--- src/tcu8_pkg.sv ---
// Purpose: Constants and state layout of the 8-bit timer counter/compare unit
// Assumes: One clock domain, byte-wide register port
// Notes:   Offsets are word indices on the plain register port
package tcu8_pkg;

    // Register offsets
    localparam logic [7:0] ADDR_CTRL  = 8'h00;
    localparam logic [7:0] ADDR_COUNT = 8'h01;
    localparam logic [7:0] ADDR_CMP   = 8'h02;
    localparam logic [7:0] ADDR_FLAGS = 8'h03;
    localparam logic [7:0] ADDR_IEN   = 8'h04;

    // Control register fields
    localparam int CTRL_WGM_LSB   = 0;
    localparam int CTRL_COM_LSB   = 2;
    localparam int CTRL_CS_LSB    = 4;
    localparam int CTRL_FORCE_BIT = 7;

    // Flag and enable bit positions
    localparam int FLAG_CMP_BIT = 0;
    localparam int FLAG_OVF_BIT = 1;

    // Counter extremes and count step
    localparam logic [7:0] CNT_BOTTOM = 8'h00;
    localparam logic [7:0] CNT_MAX    = 8'hff;
    localparam logic [7:0] CNT_ONE    = 8'h01;

    // Waveform modes
    localparam logic [1:0] WGM_NORMAL = 2'h0;
    localparam logic [1:0] WGM_PHASE  = 2'h1;
    localparam logic [1:0] WGM_CTC    = 2'h2;
    localparam logic [1:0] WGM_FAST   = 2'h3;

    // Output actions
    localparam logic [1:0] COM_NONE   = 2'h0;
    localparam logic [1:0] COM_TOGGLE = 2'h1;
    localparam logic [1:0] COM_CLEAR  = 2'h2;
    localparam logic [1:0] COM_SET    = 2'h3;

    localparam logic [2:0] CS_STOPPED = 3'h0;

    typedef struct packed {
        logic [7:0] counter_value;
        logic       count_down;
        logic [7:0] compare_value;
        logic [7:0] compare_buf;
        logic [1:0] waveform_mode;
        logic [1:0] output_action;
        logic [2:0] clock_select;
        logic       compare_flag;
        logic       overflow_flag;
        logic       compare_irq_enable;
        logic       overflow_irq_enable;
        logic       compare_output_bit;
        logic       block;
        logic [7:0] rdata;
    } tcu8_state_type;

    localparam tcu8_state_type STATE_RESET = '0;

endpackage

--- src/tcu8_top.sv ---
// Purpose: Counter unit and output compare unit of an 8-bit timer
// Assumes: TICK_EN is a one-cycle enable from an outside prescaler
// Notes:   Registers on a plain port, read data one cycle after the strobe
//
// Overview of operation
// - Clock select zero gives no tick; counter stays stopped.
// - Each tick clears, increments or decrements the counter per mode.
// - Counter readable and writable always; a write beats clear and count.
// - Waveform mode bits pick the count sequence and overflow flag timing.
// - Top shows counter at its top value, bottom shows counter at zero.
// - Counter equal to compare value sets compare flag at next tick.
// - Flag with enable and global enable requests interrupt; service clears.
// - Writing one to the flag bit clears it; zero leaves it.
// - PWM modes buffer compare value, loaded at the maximum while counting up only.
// - Buffered mode accesses hit the buffer, else the active compare value.
// - Force strobe in non-PWM modes acts like a match, no flag, no clear.
// - Counter write suppresses matches in the next tick, even when stopped.
// - Output bit survives mode changes and resets to zero.
// - Output action changes are unbuffered; next match uses them.
// - Nonzero output action routes the output bit to the pin.
// - Pin shows a value only while its direction selects output.
// - Output action zero leaves the output bit untouched on a match.
// - Zero is bottom and 255 is maximum.
// - Top is maximum or compare value depending on mode.
//
// Added by the designer: the register addresses and the address-and-strobe port.
module tcu8_top
(
    // Clock and reset
    input  wire logic       REF_CLK,
    input  wire logic       SYS_RST,
    // Register port
    input  wire logic [7:0] REG_ADDR,
    input  wire logic [7:0] REG_WDATA,
    input  wire logic       REG_WR,
    input  wire logic       REG_RD,
    output logic      [7:0] REG_RDATA,
    // Timer tick and processor interrupt control
    input  wire logic       TICK_EN,
    input  wire logic       GLOBAL_IE,
    input  wire logic       ACK_CMP,
    input  wire logic       ACK_OVF,
    output logic            IRQ_CMP,
    output logic            IRQ_OVF,
    // Counter extremes for the waveform generator
    output logic            CNT_TOP,
    output logic            CNT_BOT,
    // Output pin
    input  wire logic       PORT_OUT,
    input  wire logic       OUTPUT_PIN_DIRECTION,
    output logic            OC_PIN_O,
    output logic            OC_PIN_OE
);

    tcu8_pkg::tcu8_state_type st_q;
    tcu8_pkg::tcu8_state_type st_d;

    logic       tick;
    logic       pwm;
    logic       match;
    logic       hit;
    logic       wr_ctrl;
    logic       wr_cnt;
    logic       wr_cmp;
    logic       wr_flags;
    logic       wr_ien;
    logic       force_cmp;
    logic       cmp_set;
    logic       ovf_set;
    logic       load_buf;
    logic [7:0] top_val;

    assign tick      = TICK_EN
                       && (st_q.clock_select != tcu8_pkg::CS_STOPPED);
    assign pwm       = st_q.waveform_mode[0];
    assign match     = (st_q.counter_value == st_q.compare_value);
    assign hit       = tick && match && !st_q.block;
    assign wr_ctrl   = REG_WR && (REG_ADDR == tcu8_pkg::ADDR_CTRL);
    assign wr_cnt    = REG_WR && (REG_ADDR == tcu8_pkg::ADDR_COUNT);
    assign wr_cmp    = REG_WR && (REG_ADDR == tcu8_pkg::ADDR_CMP);
    assign wr_flags  = REG_WR && (REG_ADDR == tcu8_pkg::ADDR_FLAGS);
    assign wr_ien    = REG_WR && (REG_ADDR == tcu8_pkg::ADDR_IEN);
    assign force_cmp = wr_ctrl && REG_WDATA[tcu8_pkg::CTRL_FORCE_BIT]
                       && !REG_WDATA[tcu8_pkg::CTRL_WGM_LSB];
    assign cmp_set   = hit;
    assign ovf_set   = tick && (((st_q.waveform_mode != tcu8_pkg::WGM_PHASE)
                       && (st_q.counter_value == tcu8_pkg::CNT_MAX))
                       || ((st_q.waveform_mode == tcu8_pkg::WGM_PHASE)
                       && st_q.count_down
                       && (st_q.counter_value == tcu8_pkg::CNT_BOTTOM)));
    assign load_buf  = tick && pwm && !st_q.count_down
                       && (st_q.counter_value == tcu8_pkg::CNT_MAX);
    assign top_val   = (st_q.waveform_mode == tcu8_pkg::WGM_CTC)
                       ? st_q.compare_value : tcu8_pkg::CNT_MAX;

    always_comb
    begin
        st_d = st_q;
        // Counting sequence per mode
        if (tick)
        begin
            st_d.block = 1'b0;
            unique case (st_q.waveform_mode)
                tcu8_pkg::WGM_NORMAL,
                tcu8_pkg::WGM_FAST:
                begin
                    st_d.counter_value = st_q.counter_value + tcu8_pkg::CNT_ONE;
                end
                tcu8_pkg::WGM_CTC:
                begin
                    if (hit)
                    begin
                        st_d.counter_value = tcu8_pkg::CNT_BOTTOM;
                    end
                    else
                    begin
                        st_d.counter_value = st_q.counter_value
                                             + tcu8_pkg::CNT_ONE;
                    end
                end
                tcu8_pkg::WGM_PHASE:
                begin
                    if (!st_q.count_down)
                    begin
                        if (st_q.counter_value == tcu8_pkg::CNT_MAX)
                        begin
                            st_d.count_down    = 1'b1;
                            st_d.counter_value = st_q.counter_value
                                                 - tcu8_pkg::CNT_ONE;
                        end
                        else
                        begin
                            st_d.counter_value = st_q.counter_value
                                                 + tcu8_pkg::CNT_ONE;
                        end
                    end
                    else if (st_q.counter_value == tcu8_pkg::CNT_BOTTOM)
                    begin
                        st_d.count_down    = 1'b0;
                        st_d.counter_value = tcu8_pkg::CNT_ONE;
                    end
                    else
                    begin
                        st_d.counter_value = st_q.counter_value
                                             - tcu8_pkg::CNT_ONE;
                    end
                end
            endcase
            if (st_q.waveform_mode != tcu8_pkg::WGM_PHASE)
            begin
                st_d.count_down = 1'b0;
            end
        end
        if (load_buf)
        begin
            st_d.compare_value = st_q.compare_buf;
        end

        // Output bit on a match; action zero does nothing
        if (hit && (st_q.output_action != tcu8_pkg::COM_NONE))
        begin
            if (!pwm)
            begin
                unique case (st_q.output_action)
                    tcu8_pkg::COM_TOGGLE:
                        st_d.compare_output_bit = !st_q.compare_output_bit;
                    tcu8_pkg::COM_CLEAR:
                        st_d.compare_output_bit = 1'b0;
                    default:
                        st_d.compare_output_bit = 1'b1;
                endcase
            end
            else if (st_q.output_action[1])
            begin
                // Clear-type action clears on the upward match
                st_d.compare_output_bit = st_q.output_action[0]
                                          ^ st_q.count_down;
            end
        end
        // Fast PWM restores the level at bottom
        if (tick && (st_q.waveform_mode == tcu8_pkg::WGM_FAST)
            && (st_q.counter_value == tcu8_pkg::CNT_MAX)
            && st_q.output_action[1])
        begin
            st_d.compare_output_bit = !st_q.output_action[0];
        end

        // Flags: clear first so that a same-cycle set wins
        if (wr_flags && REG_WDATA[tcu8_pkg::FLAG_CMP_BIT])
        begin
            st_d.compare_flag = 1'b0;
        end
        if (wr_flags && REG_WDATA[tcu8_pkg::FLAG_OVF_BIT])
        begin
            st_d.overflow_flag = 1'b0;
        end
        if (ACK_CMP)
        begin
            st_d.compare_flag = 1'b0;
        end
        if (ACK_OVF)
        begin
            st_d.overflow_flag = 1'b0;
        end
        if (cmp_set)
        begin
            st_d.compare_flag = 1'b1;
        end
        if (ovf_set)
        begin
            st_d.overflow_flag = 1'b1;
        end

        // Register writes
        if (wr_ctrl)
        begin
            st_d.waveform_mode = REG_WDATA[tcu8_pkg::CTRL_WGM_LSB +: 2];
            st_d.output_action = REG_WDATA[tcu8_pkg::CTRL_COM_LSB +: 2];
            st_d.clock_select  = REG_WDATA[tcu8_pkg::CTRL_CS_LSB +: 3];
        end
        if (force_cmp)
        begin
            unique case (REG_WDATA[tcu8_pkg::CTRL_COM_LSB +: 2])
                tcu8_pkg::COM_NONE:
                    st_d.compare_output_bit = st_q.compare_output_bit;
                tcu8_pkg::COM_TOGGLE:
                    st_d.compare_output_bit = !st_q.compare_output_bit;
                tcu8_pkg::COM_CLEAR:
                    st_d.compare_output_bit = 1'b0;
                tcu8_pkg::COM_SET:
                    st_d.compare_output_bit = 1'b1;
            endcase
        end
        if (wr_cnt)
        begin
            st_d.counter_value = REG_WDATA;
            st_d.block         = 1'b1;
        end
        if (wr_cmp)
        begin
            st_d.compare_buf = REG_WDATA;
            if (!pwm)
            begin
                st_d.compare_value = REG_WDATA;
            end
        end
        if (wr_ien)
        begin
            st_d.compare_irq_enable  = REG_WDATA[tcu8_pkg::FLAG_CMP_BIT];
            st_d.overflow_irq_enable = REG_WDATA[tcu8_pkg::FLAG_OVF_BIT];
        end

        // Read data for the next cycle
        st_d.rdata = 8'h00;
        if (REG_RD)
        begin
            unique case (REG_ADDR)
                tcu8_pkg::ADDR_CTRL:
                    st_d.rdata = {1'b0, st_q.clock_select,
                                  st_q.output_action, st_q.waveform_mode};
                tcu8_pkg::ADDR_COUNT:
                    st_d.rdata = st_q.counter_value;
                tcu8_pkg::ADDR_CMP:
                    st_d.rdata = pwm ? st_q.compare_buf
                                     : st_q.compare_value;
                tcu8_pkg::ADDR_FLAGS:
                    st_d.rdata = {6'h00, st_q.overflow_flag,
                                  st_q.compare_flag};
                tcu8_pkg::ADDR_IEN:
                    st_d.rdata = {6'h00, st_q.overflow_irq_enable,
                                  st_q.compare_irq_enable};
                default:
                    st_d.rdata = 8'h00;
            endcase
        end
    end

    always_ff @(posedge REF_CLK)
    begin
        if (SYS_RST)
        begin
            st_q <= tcu8_pkg::STATE_RESET;
        end
        else
        begin
            st_q <= st_d;
        end
    end

    assign REG_RDATA = st_q.rdata;
    assign IRQ_CMP   = st_q.compare_flag && st_q.compare_irq_enable
                       && GLOBAL_IE;
    assign IRQ_OVF   = st_q.overflow_flag && st_q.overflow_irq_enable
                       && GLOBAL_IE;
    assign CNT_TOP   = (st_q.counter_value == top_val);
    assign CNT_BOT   = (st_q.counter_value == tcu8_pkg::CNT_BOTTOM);
    assign OC_PIN_O  = (st_q.output_action != tcu8_pkg::COM_NONE)
                       ? st_q.compare_output_bit : PORT_OUT;
    assign OC_PIN_OE = OUTPUT_PIN_DIRECTION;
endmodule

--- config.mk ---
export PLATFORM = sky130hd
export DESIGN_NAME = tcu8_top
export DESIGN_NICKNAME = d
export VERILOG_FILES = /design/src/tcu8_pkg.sv /design/src/tcu8_top.sv
export SDC_FILE = /design/constraint.sdc
export NUM_CORES = 1
export LEC_CHECK = 0
export BUFFER_PORTS_ARGS = -buffer_cell sky130_fd_sc_hd__buf_2
export CORE_UTILIZATION = 40
export DETAILED_ROUTE_END_ITERATION = 8
export GPL_TIMING_DRIVEN = 0
export PLACE_DENSITY_LB_ADDON = 0.1
export SYNTH_ARGS = -nofsm -noshare
export SYNTH_HDL_FRONTEND = slang
export SYNTH_SLANG_ARGS = --single-unit
--- constraint.sdc ---
create_clock -name REF_CLK -period 4.8 [get_ports REF_CLK]
set_input_delay 0.24 -clock REF_CLK [delete_from_list [all_inputs] [get_ports REF_CLK]]
set_output_delay 0.24 -clock REF_CLK [all_outputs]
set_load 0.1 [all_outputs]
; Yosys cells after proc, flatten, opt, wreduce, memory -nomap -nowiden
; Cells that the tools add are included.
; Widths: inputs -> output; s select.
[totals]
regBits = 46
input_bits = 26
out_inout_bits = 14
word_cells = 117
[classes]
addsub = 2
eq_ne = 18
n_mux = 33
bitwise = 2
reduce_logical = 48
[ops]
columns = operator, n
row1 = $mux 8, 8
row2 = $pmux 8 s5, 1
row3 = $logic_and 1x1->1, 27
row4 = $pmux 8 s3, 1
row5 = $mux 1, 18
row6 = $mux 9, 2
row7 = $eq 8x2->1 const B, 2
row8 = $eq 8x8->1, 2
row9 = $logic_not 8->1, 2
row10 = $mux 16, 1
row11 = $reduce_bool 3->1, 4
row12 = $eq 2x2->1 const B, 5
row13 = $add 8x1->8 const B, 1
row14 = $eq 8x1->1 const B, 1
row15 = $eq 8x3->1 const B, 1
row16 = $eq 8x8->1 const B, 1
row17 = $sub 8x1->8 const B, 1
row18 = $eq 2x1->1 const B, 3
row19 = $reduce_bool 2->1, 3
row20 = $logic_not 1->1, 5
row21 = $logic_not 2->1, 2
row22 = $ne 4x2->1 const B, 1
row23 = $reduce_or 2->1, 2
row24 = $pmux 1 s3, 1
row25 = other kinds (8), 8

; Depth between registers and ports, before layout
; Gate-level depths: netlist of the first run.
[depth]
depth_word = 8
mapped_depth = 9
ltp_nobuf = 8

; Worst setup path after synthesis of the first run
; Ideal clock, no wire load.
[synth_timing]
kind = register to register
startpoint = reg st_q[42] in the netlist's numbering
endpoint = reg st_q[42] in the netlist's numbering
setup_time_ns = 0.117
t_arrival_ns = 4.055
required_time_ns = 4.683
setup_slack_ns = 0.628
stages_incl_launch_ff = 8
n_path_buf = 1
synth_period_minus_slack_ns = 4.172
cell_sequence = dfxtp_1 -> buf_6 -> or4_4 -> nor3_1 -> a21oi_1 -> a41oi_1 -> o211ai_1 -> a32o_1
[synth_lines]
columns = element, line
row1 = "start, declared", tcu8_top.sv:55  ; tcu8_pkg::tcu8_state_type st_q;
row2 = "start signal, assigned", tcu8_top.sv:282  ; st_q <= tcu8_pkg::STATE_RESET;
row3 = "start signal, assigned", tcu8_top.sv:286  ; st_q <= st_d;
row4 = $logic_not 8->1, --
row5 = net CNT_BOT, tcu8_top.sv:47  ; output logic CNT_BOT,
row6 = $mux 8, tcu8_top.sv:137  ; else if (st_q.counter_value == tcu8_pkg::CNT_BOTTOM)
row7 = $mux 9, tcu8_top.sv:123  ; if (!st_q.count_down)
row8 = $pmux 8 s3, tcu8_top.sv:103  ; unique case (st_q.waveform_mode)
row9 = $mux 9, tcu8_top.sv:100  ; if (tick)
row10 = $mux 8, tcu8_top.sv:234  ; if (wr_cnt)
; The timed path passes the listed nets, and every way through them passes these cells. The select of a mux whose other input is x is not followed.
; A chain may end at the register's enable or synchronous reset.

; Worst setup path after layout of the first run
[layout_timing]
startpoint = reg st_q[38] in the netlist's numbering
endpoint = out CNT_TOP
[layout_between]
elab_chain_cells = 1
[layout_rtl]
columns = element, line
row1 = $eq 8x8->1, tcu8_top.sv:295  ; assign CNT_TOP = (st_q.counter_value == top_val);
row2 = "end, declared", tcu8_top.sv:46  ; output logic CNT_TOP,
; No other way between the ends.

==> results of run 1 <==
==> area by class of cell <==
type                            count  area [µm²]
Clock inverter                      2        13.8
Buffer                             32         179
Multi-Input combinational cell    290        1920
Fill cell                         774        3870
Sequential cell                    46         921
Clock buffer                        6        72.6
Inverter                           21        78.8
Timing Repair Buffer               37         185
Tap cell                           99         124
==> stage by stage <==
stage	power (W)	hold slack (ns)	setup slack [ns]	util, %
2_1_floorplan	0.000420	0.384	0.628	-
3_3_place_gp	0.000444	0.465	2.14	46.3
3_5_place_dp	0.000445	0.470	2.16	46.3
4_1_cts	0.000687	0.215	2.00	47.5
5_1_grt	0.000707	0.229	1.82	47.5
6_report	0.000679	0.223	1.90	47.5
==> cell usage in the layout, fill, tap and decap left out, types with 3 or more instances in the layout <==
master	instances
xnor2_1	9
inv_1	21
nand4_1	3
and3_1	3
or4_4	4
mux2_2	8
dfxtp_1	46
buf_2	42
clkbuf_1	15
clkbuf_8	5
nor4_1	3
a211oi_1	3
a41oi_1	3
nor2_1	43
ha_1	6
o211ai_1	4
a211oi_2	8
nand2_1	31
a22oi_1	7
a21o_1	3
buf_4	10
o21ai_0	16
nand3_1	22
mux2i_1	19
nor2b_1	4
a21oi_1	27
nor3_1	13
o22ai_1	10
==> kinds of logic after synthesis <==
| logic type | share of synthesized area, % |
|---|---|
| xor gates and xnor gates | 2.82 |
| buffers and inverters | 8.31 |
| DFF | 29.7 |
| and+or+nand+nor | 24.6 |
| adders and majority gates | 2.42 |
| AOI/OAI and AO/OA | 23.1 |
| muxes | 9.03 |
==> power by group through the flow <==
stage / clock network [W] / logic, W / registers, W
after CTS: 0.000251 / 0.0000539 / 0.000382
after floorplan: 0 / 0.0000287 / 0.000391
after detailed placement: 0 / 0.0000538 / 0.000391
final: 0.000243 / 0.0000540 / 0.000382
after global placement: 0 / 0.0000533 / 0.000391
after global routing: 0.000267 / 0.0000575 / 0.000382
==> critical path: stages (launching register included) <==
cell and delay [ns]:
dfxtp_1 0.32, clkbuf_1 0.23, inv_1 0.28, o22ai_1 0.14
nor4_1 0.61, a21oi_1 0.15, nor2_1 0.17, buf_2 0.45
==> registers in the layout, summed over array words and instances, names as in the netlist <==
name	count
pwm	1
st_q	37
REG_RDATA	8
==> cells in the mapped netlist, drive strengths merged (2+ instances only) <==
cell type | number | area [µm²]
a211oi | 11 | 123
a21o | 3 | 22.5
a21oi | 27 | 135
a22o | 2 | 17.5
a22oi | 7 | 52.6
a311oi | 2 | 17.5
a31oi | 2 | 12.5
a41oi | 3 | 26.3
and3 | 3 | 18.8
buf | 18 | 126
clkbuf | 14 | 52.6
dfxtp | 46 | 921
ha | 6 | 75.1
inv | 21 | 78.8
mux2 | 8 | 90.1
mux2i | 19 | 190
nand2 | 31 | 116
nand2b | 2 | 12.5
nand3 | 24 | 145
nand3b | 2 | 15.0
nand4 | 3 | 18.8
nor2 | 45 | 179
nor2b | 4 | 25.0
nor3 | 15 | 97.6
nor4 | 3 | 18.8
o211ai | 4 | 30.0
o21a | 2 | 15.0
o21ai | 16 | 80.1
o22ai | 10 | 62.6
o31ai | 2 | 15.0
or3 | 2 | 12.5
or4 | 5 | 52.6
xnor2 | 9 | 78.8
==> how the worst max path moves through the flow <==
stage / to / slack (ns) / from / cells after the start
3_3_place_gp: st_q[35] / 2.14 / st_q[39] / 7
5_1_grt: CNT_TOP / 1.82 / st_q[38] / 7
3_5_place_dp: st_q[30] / 2.16 / st_q[39] / 7
2_1_floorplan: st_q[42] / 0.63 / st_q[42] / 7
6_report: CNT_TOP / 1.90 / st_q[38] / 7
4_1_cts: CNT_TOP / 2.00 / st_q[38] / 7
==> metal layers <==
metal  vias to the layer above  track usage, %  part of all wire, %
met5                         -               0                    0
met4                         0            5.24                  1.2
met3                        16            2.96                  7.7
met2                       161            38.7                   46
met1                      1472            34.6                   45
li1                       1485               -                    -
==> flow_summary.yaml, run 1 <==
outcome:
  status: "completed"
sta:
  finalCritPeriodShare_pct: 60.4
  slew_headroom_pct: 47.0
  finClkSkew_ns: 0.00517
  slew_violations: 0
  finalSetupTns_ns: 0
  hold_viol: 0
  finalSetupViolCount: 0
  period_minus_slack_ns: 2.90
  max_freq_ghz: 0.345
  rsz0062_at_grt: "false"
  worst_pin_slew_ns: 0.788
clock_tree:
  postCtsResizedCells: 0
  cts_root_buffer: "clkbuf_8"
  clk_pin_slew_ns: 0.09
  post-cts-setup-buffers: 0
  clock-sinks: 46
  clockBufferDepth: 2
  cts.htree.levels: 2
  cts_tree: "yes"
  numCtsBuffers: 5
  clk_latency_ns: 0.31
  hold_buffers: 0
finish:
  final_cell_area_um2: 3500
  synthToLayoutAreaGrowth_pct: 12.7
  antenna_cells: 0
  final_cell_count_no_fill: 533
  drive_gt1_share_pct: 20.5
  final_nets: 465
logic_synthesis:
  async_flop_share_pct: 0
  syn_area_um2: 3100
  ys_ff_latch: 46
  synth-edff-count: 0
  yosysSeqAreaShare_pct: 29.7
  syn-num-nets: 421
  synth_area_per_cell_um2: 7.98
  synth_cell_types: 60
  syn_inst: 389
  ys.flop_type: "dfxtp_1"
  ys_warn_count: 0
routing:
  wire_per_inst_um: 18.0
  vias: 3134
  final_antenna_net_count: 0
  post-route-drc-count: 0
  wl_um: 9610
  vias_per_cell: 5.88
  drtPass1Iterations: 5
  drt_iter0_drc: 385
floorplan:
  rows: 31
  start_util_pct: 42.1
  ioPinCount: 40
  dieArea_um2: 8110
  die_h_um: 90.1
  dieWidth_um: 90.1
  core-area_um2: 7370
setup_path:
  cp-start-kind: "flop"
  crit_type: "reg -> out"
  r2r-start: "st_q[39]"
  crit_required_ns: 4.56
  r2r_slack_ns: 2.06
  cp-end-kind: "output port"
  path_max_fanout: 8
  reg2reg_to: "st_q[30]"
  cp.arrival_ns: 2.66
  ff2ff_path_depth: 7
worst_hold_path:
  hold_path_class: "in -> reg"
  hold_start: "ACK_CMP"
  hold_path_depth: 3
  whs_endpoint: "st_q[13]"
global_routing:
  grt_pass1_vias: 2882
  overflow: 0
  antenna_found_initial: 0
  grt_max_degree: 15
  grt_pass1_wl_um: 15500
  track_usage_pct: 24.2
power_and_ir_drop:
  power_switching_w: 0.000179
  vdd_drop_max_mv: 0.100
  internal-power_w: 0.000501
  power.density_nw_per_um2: 194
  pwr-share-clk_pct: 35.8
  p_sw_share_pct: 26.3
  power.share.sequential_pct: 56.3
  p_comb_share_pct: 8.0
  leakage_nw: 1.31
placed_design:
  place_congestion: 0.897
  port_buffers: 37
  placed_cell_area_um2: 3410
  dp.cells: 525
  dp_hpwl_um: 7260
job:
  drv_cap: 0
(Power assumes the default switching activity.)
==> run 2, diff against run 1 <==
Clock period 4.8 ns to 2.9 ns, I/O delays scaled along.
==> flow_summary.yaml, run 2 (synthesis gave the netlist of run 1 again) <==
global_routing:
  grt_pass1_vias: 2985
  antenna_found_initial: 0
  grt_pass1_wl_um: 16000
  track_usage_pct: 24.8
  overflow: 0
  grt_max_degree: 15
finish:
  final_nets: 465
  regMostFlops: "st_q"
  multi_input_area_um2: 1940
  postLayoutCoreUtil_pct: 47.7
  seq_area_um2: 921
  final_common_cell: "dfxtp_1"
  fillers: 781
  synthToLayoutAreaGrowth_pct: 13.4
  largest_reg_flops: 37
  antenna_cells: 0
  drive_gt1_share_pct: 21.0
  final_cell_mix: "dfxtp_1 (46), nor2_1 (43), buf_2 (42)"
floorplan:
  dieWidth_um: 90.1
  rows: 31
  start_util_pct: 42.1
  die_h_um: 90.1
  core-area_um2: 7370
  ioPinCount: 40
  dieArea_um2: 8110
clock_tree:
  clk_latency_ns: 0.31
  cts.htree.levels: 2
  cts_tree: "yes"
  cts_root_buffer: "clkbuf_8"
  hold_buffers: 0
  numCtsBuffers: 5
  postCtsResizedCells: 0
  clk_pin_slew_ns: 0.09
  post-cts-setup-buffers: 0
  clock-sinks: 46
  clockBufferDepth: 2
sta:
  hold_viol: 0
  finClkSkew_ns: 0.0114
  finalCritPeriodShare_pct: 95.5
  slew_headroom_pct: 43.3
  rsz0062_at_grt: "false"
  max_freq_ghz: 0.361
  period_minus_slack_ns: 2.77
  slew_violations: 0
  finalSetupTns_ns: 0
  finalSetupViolCount: 0
  worst_pin_slew_ns: 0.850
placed_design:
  dp_hpwl_um: 7420
  port_buffers: 37
  place_congestion: 0.937
outcome:
  status: "completed"
setup_path:
  r2r-start: "st_q[39]"
  cp.arrival_ns: 2.94
  crit_type: "reg -> reg"
  ff2ff_path_depth: 7
  reg2reg_to: "st_q[31]"
  crit_required_ns: 3.07
  path_max_fanout: 8
  cp-end-kind: "flop"
  r2r_slack_ns: 0.13
  cp-start-kind: "flop"
routing:
  vias: 3147
  final_antenna_net_count: 0
  drtPass1Iterations: 5
  drt_iter0_drc: 299
  post-route-drc-count: 0
  wire_per_inst_um: 18.5
  vias_per_cell: 5.90
  wl_um: 9850
worst_hold_path:
  hold_path_class: "in -> reg"
  hold_path_depth: 3
  hold_start: "ACK_CMP"
  whs_endpoint: "st_q[13]"
power_and_ir_drop:
  leakage_nw: 1.31
  power.density_nw_per_um2: 328
  vdd_drop_max_mv: 0.154
job:
  drv_cap: 0
==> run 2: changes by cell type in the layout (fill, tap and decap cells not counted) <==
cell,change
clkbuf_1,-1
clkbuf_8,+1
clkinv_4,-1
clkinvlp_4,+1
nor3_1,-1
nor3_4,+1
==> run 2: power by group <==
| group | internal (W) | switching, W |
|---|---|---|
| sequential | 0.000632 | 0.000000803 |
| combinational | 0.0000265 | 0.0000643 |
| clock | 0.000192 | 0.000239 |
==> run 2: worst max-delay path by stage <==
stage          startpoint        to  slack [ns]
6_report         st_q[39]  st_q[31]        0.13
3_3_place_gp     st_q[39]  st_q[34]        0.21
3_5_place_dp     st_q[39]  st_q[31]        0.20
2_1_floorplan         pwm   CNT_TOP        0.23
4_1_cts          st_q[39]  st_q[34]        0.19
5_1_grt          st_q[39]  st_q[41]        0.02
==> run 2: layout make-up <==
cell class / instances / share of cell area, %
well taps: 99 / 3.52
repair buffers: 37 / 5.26
flip-flops and latches: 46 / 26.2
multi-input cells: 290 / 55.0
clock inverters: 2 / 0.356
clock buffers: 6 / 2.35
plain buffers: 32 / 5.09
inverters: 21 / 2.24
==> run 2: metrics by stage <==
step | std cells | hold WS, ns | total power, W | setup slack, ns | cell area (µm²)
after floorplan | 389 | 0.289 | 0.000695 | 0.234 | 3110
after global placement | 525 | 0.445 | 0.000738 | 0.211 | 3420
after detailed placement | 525 | 0.429 | 0.000737 | 0.201 | 3420
after CTS | 533 | 0.104 | 0.00116 | 0.189 | 3520
after global routing | 533 | 0.112 | 0.00120 | 0.0242 | 3520
final | 533 | 0.111 | 0.00116 | 0.129 | 3520
==> run 2: metal layers <==
layer  GRT usage, %  up-vias  wire [µm]
li1               -     1496          -
met1           33.8     1505       4510
met2           39.5      133       4550
met3           3.64       13        611
met4           9.68        0        175
met5              0        -          0
==> run 2: critical path: stages, from the launching register on <==
cell and delay (ns):
dfxtp_1 0.57, ha_1 0.33, nand3_1 0.34, nor2_2 0.36
nand2_1 0.14, nor3_4 0.50, mux2i_1 0.30, a211oi_2 0.09
==> run 3, diff against run 2 <==
Clock period 2.9 ns to 2.5 ns, I/O delays scaled along.
==> flow_summary.yaml, run 3 (synthesis gave the netlist of run 1 again) <==
clock_tree:
  clock-sinks: 46
  cts_root_buffer: "clkbuf_8"
  numCtsBuffers: 5
  clockBufferDepth: 2
  cts_tree: "yes"
  clk_latency_ns: 0.31
  cts.htree.levels: 2
  clk_pin_slew_ns: 0.10
sta:
  finClkSkew_ns: 0.00710
  finalSetupTns_ns: 0
  hold_viol: 0
  rsz0062_at_grt: "false"
  finalCritPeriodShare_pct: 95.0
  slew_violations: 0
  worst_slack_ns: 0.124
  worst_pin_slew_ns: 0.830
  finalSetupViolCount: 0
  max_freq_ghz: 0.421
  period_minus_slack_ns: 2.38
  slew_headroom_pct: 44.3
placed_design:
  port_buffers: 37
  dp_hpwl_um: 7320
  place_congestion: 0.853
  pre_cts_ws_ns: -0.171
  dp.cells: 525
finish:
  fillers: 757
  antenna_cells: 0
  multi_input_area_um2: 1970
  final_cell_count_no_fill: 534
  final_common_cell: "dfxtp_1"
  regMostFlops: "st_q"
  seq_area_um2: 922
  largest_reg_flops: 37
  final_cell_mix: "dfxtp_1 (45), nor2_1 (42), buf_2 (41)"
  synthToLayoutAreaGrowth_pct: 15.2
  postLayoutCoreUtil_pct: 48.5
  drive_gt1_share_pct: 23.2
  final_nets: 466
global_routing:
  grt_max_degree: 17
  track_usage_pct: 24.2
  grt_pass1_wl_um: 15600
  overflow: 0
  antenna_found_initial: 0
  grt_pass1_vias: 2901
setup_path:
  cp-end-kind: "flop"
  crit_type: "reg -> reg"
  crit_required_ns: 2.71
  cp.arrival_ns: 2.59
  path_max_fanout: 8
  r2r-start: "st_q[39]"
  crit_start: "st_q[39]"
  ff2ff_path_depth: 7
  cp-start-kind: "flop"
worst_hold_path:
  hold_path_class: "in -> reg"
  hold_path_depth: 3
  hold_start: "ACK_CMP"
floorplan:
  rows: 31
  start_util_pct: 42.1
  dieWidth_um: 90.1
  ioPinCount: 40
  dieArea_um2: 8110
  die_h_um: 90.1
  core-area_um2: 7370
routing:
  final_antenna_net_count: 0
  vias_per_cell: 5.85
  drt_iter0_drc: 250
  drtPass1Iterations: 5
  wl_um: 9620
  wire_per_inst_um: 18.0
  vias: 3122
  post-route-drc-count: 0
power_and_ir_drop:
  p_sw_share_pct: 27.7
  pwr-share-clk_pct: 37.1
  p_comb_share_pct: 7.8
  power.share.sequential_pct: 55.0
  power.density_nw_per_um2: 373
  internal-power_w: 0.000965
  power_switching_w: 0.000369
  leakage_nw: 1.33
  vdd_drop_max_mv: 0.176
outcome:
  status: "completed"
job:
  drv_cap: 0
[run 3: area by class of cell]
| type | count | area share [%] |
|---|---|---|
| Timing Repair Buffer | 38 | 5.81 |
| Clock inverter | 3 | 0.665 |
| Buffer | 32 | 5.11 |
| Clock buffer | 5 | 1.93 |
| Sequential cell | 46 | 25.8 |
| Multi-Input combinational cell | 290 | 55.0 |
| Inverter | 21 | 2.21 |
| Tap cell | 99 | 3.47 |
[run 3: power by group through the flow]
stage                     combinational (W)  clock (W)  sequential [W]
after global routing               0.000111   0.000538        0.000734
after CTS                          0.000104   0.000507        0.000734
after global placement             0.000103          0        0.000751
after detailed placement           0.000103          0        0.000751
after floorplan                   0.0000553          0        0.000751
final                              0.000105   0.000495        0.000734
[run 3: final timing paths]
path / endpoint / slack (ns)
max: st_q[41] / 0.12
min reg2reg: st_q[27] / 0.48
min: st_q[13] / 0.08
max reg2reg: st_q[41] / 0.12
[run 3: layer usage]
metal  global-route usage (%)  up-vias  wire length (µm)
li1                         -     1486                 -
met1                     33.4     1507              4430
met2                     38.0      112              4290
met3                     4.48       17               701
met4                     7.53        0               189
met5                        0        -                 0
[run 3: through the flow]
| stage | hold WS [ns] | power [W] | area, µm² |
|---|---|---|---|
| floorplan | 0.269 | 0.000806 | 3120 |
| global placement | 0.420 | 0.000854 | 3430 |
| detailed placement | 0.416 | 0.000854 | 3430 |
| CTS | 0.0845 | 0.00135 | 3550 |
| global route | 0.0952 | 0.00138 | 3570 |
| finish | 0.0824 | 0.00133 | 3570 |
[run 3: repair_timing]
action	4_1_cts	5_1_grt
setup endpoints to repair	15	11
hold buffers	0	0
buffers inserted	1	0
gates resized for setup	5	7
pin swaps	1	0
cloned	0	0
[run 3: worst max-delay path, cell delays in order, from the launching register on]
cell and delay (ns):
dfxtp_2 0.47, ha_1 0.33, nand3_2 0.24, nor2_4 0.22, o21ai_0 0.19, a2111oi_0 0.44, a211oi_1 0.10, o32ai_1 0.29
